`config.mk`:
```
export PLATFORM = sky130hd
export DESIGN_NAME = vdbg_top
export DESIGN_NICKNAME = d
export VERILOG_FILES = /design/src/logic/vdbg_pkg.sv /design/src/logic/vdbg_pattern_gen.sv /design/src/logic/vdbg_top.sv
export VERILOG_INCLUDE_DIRS = /design/src /design/src/logic
export SDC_FILE = /design/constraint.sdc
export NUM_CORES = 1
export LEC_CHECK = 0
export BUFFER_PORTS_ARGS = -buffer_cell sky130_fd_sc_hd__buf_2
export CAP_MARGIN = 20
export CORE_ASPECT_RATIO = 0.75
export CORE_MARGIN = 2
export CORE_UTILIZATION = 60
export DETAILED_ROUTE_END_ITERATION = 10
export GPL_TIMING_DRIVEN = 0
export PLACE_DENSITY = 0.82
export SLEW_MARGIN = 20
export SYNTH_ARGS = -nofsm -noshare
export SYNTH_HDL_FRONTEND = slang
export SYNTH_HIERARCHICAL = 1
export SYNTH_SLANG_ARGS = --single-unit
```
`constraint.sdc`:
```
create_clock -name clk_sys -period 8.9 [get_ports clk_sys]
set_input_delay 0.89 -clock clk_sys [delete_from_list [all_inputs] [get_ports clk_sys]]
set_output_delay 0.89 -clock clk_sys [all_outputs]
set_load 0.1 [all_outputs]
```
`src/logic/vdbg_consts.svh`:
```
// offsets, field positions, reset values and counts of the video debug block
`ifndef VDBG_CONSTS_SVH
`define VDBG_CONSTS_SVH
`define VDBG_OFS_CTRL       8'h00
`define VDBG_OFS_FRAME      8'h14
`define VDBG_OFS_LINE       8'h18
`define VDBG_OFS_PIXEL      8'h1C
`define VDBG_OFS_SIZE       8'h20
`define VDBG_BIT_PASS       4
`define VDBG_BIT_PATTERN    5
`define VDBG_BIT_SWRST      30
`define VDBG_RST_WIDTH      13'h0780
`define VDBG_RST_HEIGHT     13'h0438
`define VDBG_BAR_LINES      13'h0100
`define VDBG_BAR_MSB        8
`define VDBG_BAR_LSB        6
`define VDBG_G_MSB          7
`define VDBG_G_LSB          0
`define VDBG_B_MSB          15
`define VDBG_B_LSB          8
`define VDBG_R_MSB          23
`define VDBG_R_LSB          16
`define VDBG_RESP_OKAY      2'h0
`define VDBG_RESP_SLVERR    2'h2
`endif

```
`src/logic/vdbg_pkg.sv`:
```
// types of the video debug block
`default_nettype none
package vdbg_pkg;
  typedef enum logic [2:0] {
    VDBG_MODE_NORMAL  = 3'h1,
    VDBG_MODE_PASS    = 3'h2,
    VDBG_MODE_PATTERN = 3'h4
  } vdbg_mode_type;

  typedef struct packed {
    logic [12:0] x;
    logic [12:0] y;
  } vdbg_pg_state_type;

  typedef struct packed {
    logic          pass;
    logic          pattern;
    logic          swrst;
    logic [12:0]   width;
    logic [12:0]   height;
    logic [31:0]   frames;
    logic [31:0]   lines;
    logic [31:0]   pixels;
    logic          awready;
    logic          bvalid;
    logic [1:0]    bresp;
    logic          arready;
    logic          rvalid;
    logic [31:0]   rdata;
    logic [1:0]    rresp;
    vdbg_mode_type mode;
    logic          in_ready;
    logic          s_ready;
    logic          conv_ready;
    logic [23:0]   out_data;
    logic          out_last;
    logic          out_user;
    logic          out_valid;
    logic [23:0]   skid_data;
    logic          skid_last;
    logic          skid_user;
    logic          skid_valid;
  } vdbg_state_type;
endpackage
`default_nettype wire

```
`src/logic/vdbg_pattern_gen.sv`:
```
// test pattern generator: colour bars then a grey ramp
`timescale 1ns/100ps
`default_nettype none
`include "vdbg_consts.svh"
module vdbg_pattern_gen (
  input  wire logic        clk_sys,  // stream clock
  input  wire logic        nrst,     // async reset, active low
  input  wire logic        clr,      // restart at frame origin
  input  wire logic        advance,  // one pixel taken
  input  wire logic [12:0] width,    // pixels per line
  input  wire logic [12:0] height,   // lines per frame
  output logic      [23:0] pix,      // pixel value
  output logic             sof,      // first pixel of frame
  output logic             eol       // last pixel of line
);
  vdbg_pkg::vdbg_pg_state_type st_reg;
  vdbg_pkg::vdbg_pg_state_type st_next;
  logic [2:0] bar;
  logic [7:0] ramp;
  logic       end_x;
  logic       end_y;

  assign end_x = ({1'b0, st_reg.x} + 14'h0001) >= {1'b0, width};
  assign end_y = ({1'b0, st_reg.y} + 14'h0001) >= {1'b0, height};
  assign bar   = st_reg.x[`VDBG_BAR_MSB:`VDBG_BAR_LSB];
  assign ramp  = st_reg.x[7:0] + st_reg.y[7:0];
  assign sof   = (st_reg.x == 13'h0000) && (st_reg.y == 13'h0000);
  assign eol   = end_x;

  always_comb begin
    // bar index bits map to red, green, blue: black,red,green,yellow,blue,magenta,cyan,white
    pix = {24{1'b0}};
    if (st_reg.y < `VDBG_BAR_LINES) begin
      pix[`VDBG_R_MSB:`VDBG_R_LSB] = {8{bar[0]}};
      pix[`VDBG_G_MSB:`VDBG_G_LSB] = {8{bar[1]}};
      pix[`VDBG_B_MSB:`VDBG_B_LSB] = {8{bar[2]}};
    end else begin
      pix = {ramp, ramp, ramp};
    end
  end

  always_comb begin
    st_next = st_reg;
    if (clr) begin
      st_next = '0;
    end else if (advance) begin
      if (end_x) begin
        st_next.x = 13'h0000;
        st_next.y = end_y ? 13'h0000 : st_reg.y + 13'h0001;
      end else begin
        st_next.x = st_reg.x + 13'h0001;
      end
    end
  end

  always_ff @(posedge clk_sys or negedge nrst) begin
    if (!nrst) begin
      st_reg <= '0;
    end else begin
      st_reg <= st_next;
    end
  end
endmodule // vdbg_pattern_gen
`default_nettype wire

```
`src/logic/vdbg_top.sv`:
```
// video debug block: green-only raw passthrough, pattern source, throughput monitors, register slave
`timescale 1ns/100ps
`default_nettype none
`include "vdbg_consts.svh"
module vdbg_top #(
  parameter bit DEBUG_INCLUDE = 1'b1,  // generation option for the debug logic
  parameter bit REGIF_PRESENT = 1'b1   // register interface present
) (
  input  wire logic        clk_sys,               // stream clock
  input  wire logic        nrst,                  // async reset, active low
  input  wire logic [7:0]  s_axi_awaddr,          // write address
  input  wire logic        s_axi_awvalid,         // write address valid
  output logic             s_axi_awready,         // write address ready
  input  wire logic [31:0] s_axi_wdata,           // write data
  input  wire logic [3:0]  s_axi_wstrb,           // write byte strobes
  input  wire logic        s_axi_wvalid,          // write data valid
  output logic             s_axi_wready,          // write data ready
  output logic [1:0]       s_axi_bresp,           // write response
  output logic             s_axi_bvalid,          // write response valid
  input  wire logic        s_axi_bready,          // write response ready
  input  wire logic [7:0]  s_axi_araddr,          // read address
  input  wire logic        s_axi_arvalid,         // read address valid
  output logic             s_axi_arready,         // read address ready
  output logic [31:0]      s_axi_rdata,           // read data
  output logic [1:0]       s_axi_rresp,           // read response
  output logic             s_axi_rvalid,          // read data valid
  input  wire logic        s_axi_rready,          // read data ready
  input  wire logic [23:0] s_axis_video_tdata,    // raw input sample
  input  wire logic        s_axis_video_tvalid,   // raw input valid
  input  wire logic        s_axis_video_tlast,    // raw input end of line
  input  wire logic        s_axis_video_tuser,    // raw input start of frame
  output logic             s_axis_video_tready,   // raw input ready
  input  wire logic [23:0] conv_tdata,            // converted sample
  input  wire logic        conv_tvalid,           // converted valid
  input  wire logic        conv_tlast,            // converted end of line
  input  wire logic        conv_tuser,            // converted start of frame
  output logic             conv_tready,           // converted ready
  output logic [23:0]      m_axis_video_tdata,    // output sample
  output logic             m_axis_video_tvalid,   // output valid
  output logic             m_axis_video_tlast,    // output end of line
  output logic             m_axis_video_tuser,    // output start of frame
  input  wire logic        m_axis_video_tready    // output ready
);
  localparam bit DBG_ON = DEBUG_INCLUDE && REGIF_PRESENT;

  vdbg_pkg::vdbg_state_type st_reg;
  vdbg_pkg::vdbg_state_type st_next;
  logic [7:0]  waddr;
  logic [7:0]  raddr;
  logic [23:0] pg_pix;
  logic        pg_sof;
  logic        pg_eol;
  logic        pg_adv;
  logic        pg_clr;
  logic [23:0] sel_data;
  logic        sel_last;
  logic        sel_user;
  logic        sel_valid;
  logic        acc;
  logic        pop;

  assign waddr  = {s_axi_awaddr[7:2], 2'b00};
  assign raddr  = {s_axi_araddr[7:2], 2'b00};
  assign pop    = st_reg.out_valid && m_axis_video_tready;
  assign acc    = sel_valid && st_reg.in_ready;
  assign pg_adv = acc && (st_reg.mode == vdbg_pkg::VDBG_MODE_PATTERN);
  // restarting outside pattern mode makes every enable begin a fresh frame
  assign pg_clr = st_reg.swrst || (st_reg.mode != vdbg_pkg::VDBG_MODE_PATTERN);

  vdbg_pattern_gen u_pg (
    .clk_sys (clk_sys),
    .nrst    (nrst),
    .clr     (pg_clr),
    .advance (pg_adv),
    .width   (st_reg.width),
    .height  (st_reg.height),
    .pix     (pg_pix),
    .sof     (pg_sof),
    .eol     (pg_eol)
  );

  always_comb begin
    sel_data  = conv_tdata;
    sel_last  = conv_tlast;
    sel_user  = conv_tuser;
    sel_valid = conv_tvalid;
    case (st_reg.mode)
      vdbg_pkg::VDBG_MODE_PATTERN: begin
        sel_data  = pg_pix;
        sel_last  = pg_eol;
        sel_user  = pg_sof;
        sel_valid = 1'b1;
      end
      vdbg_pkg::VDBG_MODE_PASS: begin
        sel_data  = {24{1'b0}};
        sel_data[`VDBG_G_MSB:`VDBG_G_LSB] = s_axis_video_tdata[`VDBG_G_MSB:`VDBG_G_LSB];
        sel_last  = s_axis_video_tlast;
        sel_user  = s_axis_video_tuser;
        sel_valid = s_axis_video_tvalid;
      end
      vdbg_pkg::VDBG_MODE_NORMAL: begin
        sel_valid = conv_tvalid;
      end
      default: begin
        sel_valid = 1'b0;
      end
    endcase
  end

  always_comb begin
    st_next = st_reg;
    // write channel: address and data are taken together, one word at a time
    st_next.awready = s_axi_awvalid && s_axi_wvalid && !st_reg.bvalid && !st_reg.awready;
    if (st_reg.awready) begin
      st_next.bvalid = 1'b1;
      st_next.bresp  = `VDBG_RESP_OKAY;
      case (waddr)
        `VDBG_OFS_CTRL: begin
          if (s_axi_wstrb[0] && DBG_ON) begin
            st_next.pass    = s_axi_wdata[`VDBG_BIT_PASS];
            st_next.pattern = s_axi_wdata[`VDBG_BIT_PATTERN];
          end
          if (s_axi_wstrb[3]) begin
            st_next.swrst = s_axi_wdata[`VDBG_BIT_SWRST];
          end
        end
        `VDBG_OFS_SIZE: begin
          if (s_axi_wstrb[1:0] == 2'b11) begin
            st_next.width = s_axi_wdata[12:0];
          end
          if (s_axi_wstrb[3:2] == 2'b11) begin
            st_next.height = s_axi_wdata[28:16];
          end
        end
        default: begin
          st_next.bresp = `VDBG_RESP_SLVERR;
        end
      endcase
    end else if (st_reg.bvalid && s_axi_bready) begin
      st_next.bvalid = 1'b0;
    end
    // read channel
    st_next.arready = s_axi_arvalid && !st_reg.rvalid && !st_reg.arready;
    if (st_reg.arready) begin
      st_next.rvalid = 1'b1;
      st_next.rresp  = `VDBG_RESP_OKAY;
      st_next.rdata  = {32{1'b0}};
      case (raddr)
        `VDBG_OFS_CTRL: begin
          st_next.rdata[`VDBG_BIT_PASS]    = st_reg.pass;
          st_next.rdata[`VDBG_BIT_PATTERN] = st_reg.pattern;
          st_next.rdata[`VDBG_BIT_SWRST]   = st_reg.swrst;
        end
        `VDBG_OFS_FRAME: st_next.rdata = st_reg.frames;
        `VDBG_OFS_LINE:  st_next.rdata = st_reg.lines;
        `VDBG_OFS_PIXEL: st_next.rdata = st_reg.pixels;
        `VDBG_OFS_SIZE:  st_next.rdata = {3'h0, st_reg.height, 3'h0, st_reg.width};
        default: begin
          st_next.rresp = `VDBG_RESP_SLVERR;
        end
      endcase
    end else if (st_reg.rvalid && s_axi_rready) begin
      st_next.rvalid = 1'b0;
    end
    // monitors count output transfers; 32-bit sums wrap by themselves
    if (pop && DBG_ON) begin
      st_next.pixels = st_reg.pixels + 32'h00000001;
      if (st_reg.out_last) begin
        st_next.lines = st_reg.lines + 32'h00000001;
      end
      if (st_reg.out_user) begin
        st_next.frames = st_reg.frames + 32'h00000001;
      end
    end
    // two-place stage: the skid slot lets the ready output come from a flop
    if (st_reg.skid_valid) begin
      if (pop) begin
        st_next.out_data   = st_reg.skid_data;
        st_next.out_last   = st_reg.skid_last;
        st_next.out_user   = st_reg.skid_user;
        st_next.skid_valid = 1'b0;
      end
    end else if (pop || !st_reg.out_valid) begin
      st_next.out_valid = acc;
      if (acc) begin
        st_next.out_data = sel_data;
        st_next.out_last = sel_last;
        st_next.out_user = sel_user;
      end
    end else if (acc) begin
      st_next.skid_data  = sel_data;
      st_next.skid_last  = sel_last;
      st_next.skid_user  = sel_user;
      st_next.skid_valid = 1'b1;
    end
    if (st_next.pattern) begin
      st_next.mode = vdbg_pkg::VDBG_MODE_PATTERN;
    end else if (st_next.pass) begin
      st_next.mode = vdbg_pkg::VDBG_MODE_PASS;
    end else begin
      st_next.mode = vdbg_pkg::VDBG_MODE_NORMAL;
    end
    st_next.in_ready   = !st_next.skid_valid;
    if (st_next.swrst) begin
      st_next.pass       = 1'b0;
      st_next.pattern    = 1'b0;
      st_next.width      = `VDBG_RST_WIDTH;
      st_next.height     = `VDBG_RST_HEIGHT;
      st_next.frames     = {32{1'b0}};
      st_next.lines      = {32{1'b0}};
      st_next.pixels     = {32{1'b0}};
      st_next.mode       = vdbg_pkg::VDBG_MODE_NORMAL;
      st_next.in_ready   = 1'b0;
      st_next.out_valid  = 1'b0;
      st_next.skid_valid = 1'b0;
    end
    st_next.s_ready    = st_next.in_ready && (st_next.mode == vdbg_pkg::VDBG_MODE_PASS);
    st_next.conv_ready = st_next.in_ready && (st_next.mode == vdbg_pkg::VDBG_MODE_NORMAL);
  end

  always_ff @(posedge clk_sys or negedge nrst) begin
    if (!nrst) begin
      st_reg        <= '0;
      st_reg.width  <= `VDBG_RST_WIDTH;
      st_reg.height <= `VDBG_RST_HEIGHT;
      st_reg.mode   <= vdbg_pkg::VDBG_MODE_NORMAL;
    end else begin
      st_reg <= st_next;
    end
  end

  assign s_axi_awready       = st_reg.awready;
  assign s_axi_wready        = st_reg.awready;
  assign s_axi_bvalid        = st_reg.bvalid;
  assign s_axi_bresp         = st_reg.bresp;
  assign s_axi_arready       = st_reg.arready;
  assign s_axi_rvalid        = st_reg.rvalid;
  assign s_axi_rdata         = st_reg.rdata;
  assign s_axi_rresp         = st_reg.rresp;
  assign s_axis_video_tready = st_reg.s_ready;
  assign conv_tready         = st_reg.conv_ready;
  assign m_axis_video_tdata  = st_reg.out_data;
  assign m_axis_video_tvalid = st_reg.out_valid;
  assign m_axis_video_tlast  = st_reg.out_last;
  assign m_axis_video_tuser  = st_reg.out_user;
endmodule // vdbg_top
`default_nettype wire

```
==> results.ini <==
[placed_design]
io_buffers=154
post-place-ws_ps=5160
dpl.hpwl_mm=35.0
gp_congestion=0.972

[detailed_routing]
ant_nets=0
dr.max_layer_used=met4
routed_wl_mm=46.8
vias_per_cell=6.55
drc_errors=0
route.met3.wl_mm=5.95
vias=14335
firstDrtPassIters=5
met1_length_mm=20.2
wire_per_inst_um=21.4
drt_iter0_markers=1746
dr_wl_met2_mm=19.0

[synth]
synth-warning-count=6
synth_top_family_by_area=compound AO/OA/AOI/OAI gates
synthSimpleGateAreaFrac=0.182
synth-main-ff-cell=dfrtp_1
yosysTopAreaCellShare=0.390
netlist_area_um2=15300
synth_fa_ha_area_frac=0.0340
synthArstFlopShare=1.00
synthCells=1646
syn_avg_cell_area_um2=9.31
synth_enable_flop_cells=0
yosysMostFrequentCell=dfrtp_1
synth_common_cells=239 x dfrtp_1, 120 x nand2_1, 103 x o21ai_0
synth_compound_area_frac=0.188
yosys-mux-area-fraction=0.0746
synthTopCellsByArea=dfrtp_1 39%, mux2_2 5.4%, o21ai_0 3.4%
ys_types=75
ys_seq_area_frac=0.406
yosys.area_share.xor_xnor=0.0337
ys_seq_elements=248
yosysTopAreaCell=dfrtp_1

[grt]
overflow=0
grt_pass1_wl_mm=73.0
grt_pass1_vias=13439
track_usage=0.346
antenna_found_initial=1
grt_max_degree=90

[final_layout]
diodes=0
largest_reg_flops=155
drive_above_1_share=0.211
area.growth.synth_to_final_pct=14.4
fin_nets=1986

[flow_run]
cap_viol_max_count=0

[timing]
fin_skew_ps=9.09
setup-tns-final_ps=0
hold_slack_ps=355
finalHoldViolations=0
worst-slew-pin-transition_ps=965
setup_violations=0
post-route-period-util=0.444
relSlewSlack=0.352
setup_slack_ps=4950
fmax_ghz=0.253
period_minus_slack_ps=3950
drv_slew=0
rsz0062_at_grt=false

[pwr]
ir_drop_uv=225
p_leak_nw=7.68
power_density_nw_per_um2=181
seq_power_share=0.390
pwr-share-clk=0.375
total_power_mw=3.18
p_sw_frac=0.345
p_int_mw=2.08
comb_power_share=0.235
p_sw_mw=1.10

[clock_network]
postCtsSetupBuffers=0
hold_buffers=0
cts_root_buffer=clkbuf_16
clk_path_buf_depth=3
clk_pin_slew_ps=70
htree_levels=1
tritoncts=yes
clk_latency_ps=540
cts.sinks=248
cts_buffers=26
cts_resized=0

[die]
start_util=0.612
die_area_um2=26800
dieWidth_um=189
io_pins=184
core_area_um2=25000
die_h_um=142
rows=50

[critical_path]
cp.arrival_ps=4370
critPathLaunchType=flop
crit_type=flop to flop
endpoint_kind=flop
cp.required_ps=9310
worst-path-max-fanout=10

[worst_hold_path]
hold_class=primary input to asynchronous set/reset pin

[outcome]
status=complete, no violations

-- critical path, cell delays in order (launching register included) --
cell and delay [ps]:
dfrtp_1 530, ha_1 270, and4_1 230, and2_1 250, and3_1 260, and3_1 220
xor2_1 100, ha_1 330, nand4_1 80, a211oi_1 320, o41ai_2 190, a31oi_2 440
buf_4 270, o2bb2ai_1 90, a32o_1 240
-- power groups by stage --
stage               sequential [mW]  clock [mW]  combinational (mW)
global placement               1.25           0               0.732
CTS                            1.24        1.20               0.746
global route                   1.25        1.24               0.780
floorplan                      1.28           0               0.555
finish                         1.24        1.19               0.746
detailed placement             1.26           0               0.744
-- cells by family after synthesis --
family / after synthesis
flops: 248
simple gates: 515
other cells: 1
fa+ha+maj: 41
buf+inv: 254
compound gates: 423
mux: 105
xor+xnor: 59
-- final cells by class --
| class | count | area, um^2 |
|---|---|---|
| Buffer | 166 | 913 |
| Clock buffer | 36 | 769 |
| Clock inverter | 12 | 170 |
| Fill cell | 1960 | 7490 |
| Inverter | 88 | 330 |
| Multi-Input combinational cell | 1145 | 7870 |
| Sequential cell | 248 | 6220 |
| Tap cell | 338 | 423 |
| Timing Repair Buffer | 156 | 836 |
-- worst paths after layout --
check,startpoint,endpoint,slack [ps],depth (start not counted)
worst min register to register,s_axi_bvalid$_DFFE_PN0P_,s_axi_awready$_DFF_PN0_,470,1
worst min-delay path,nrst,st_reg[158]$_DFFE_PN0P_,350,1
worst max register to register,u_pg/st_reg[13]$_DFFE_PN0P_,u_pg/st_reg[6]$_DFFE_PN0P_,4950,14
worst max-delay path,u_pg/st_reg[13]$_DFFE_PN0P_,u_pg/st_reg[6]$_DFFE_PN0P_,4950,14
max in group asynchronous,nrst,st_reg[14]$_DFFE_PN0P_,7640,2
min in group clk_sys,s_axi_bvalid$_DFFE_PN0P_,s_axi_awready$_DFF_PN0_,470,1
-- layer usage --
metal | GRT usage | vias to the layer above
li1 | - | 6372
met1 | 0.504 | 6973
met2 | 0.485 | 856
met3 | 0.109 | 134
met4 | 0.116 | 0
met5 | 0 | -
-- placed cells by master, fill, tap and decap left out, types with 12 or more instances in the layout --
cell and n:
buf_2 164, xnor2_1 32, xor2_1 27, mux2i_1 31
a22o_1 35, o21ai_0 103, nor4_1 12, nand3_1 76
o2bb2ai_1 27, o31ai_1 38, or3_1 20, nand2_1 120
inv_1 87, clkbuf_16 27, dfrtp_1 239, nand4_1 37
mux2_2 74, nor3_1 31, a22oi_1 29, and3_1 19
nor2_1 75, a2bb2oi_1 16, buf_4 65, a21oi_1 89
a221oi_1 12, clkbuf_1 83, and4_1 17, nor2b_1 20
or4_1 40, ha_1 40
-- through the flow --
stage          cell area, um^2  cells   util
6_report                 17500   2189  0.701
5_1_grt                  17500   2189  0.701
4_1_cts                  17500   2189  0.700
3_5_place_dp             16600   2141  0.663
3_3_place_gp             16500   2139  0.660
2_1_floorplan            15300   1647      -
(Power assumes the default switching activity.)
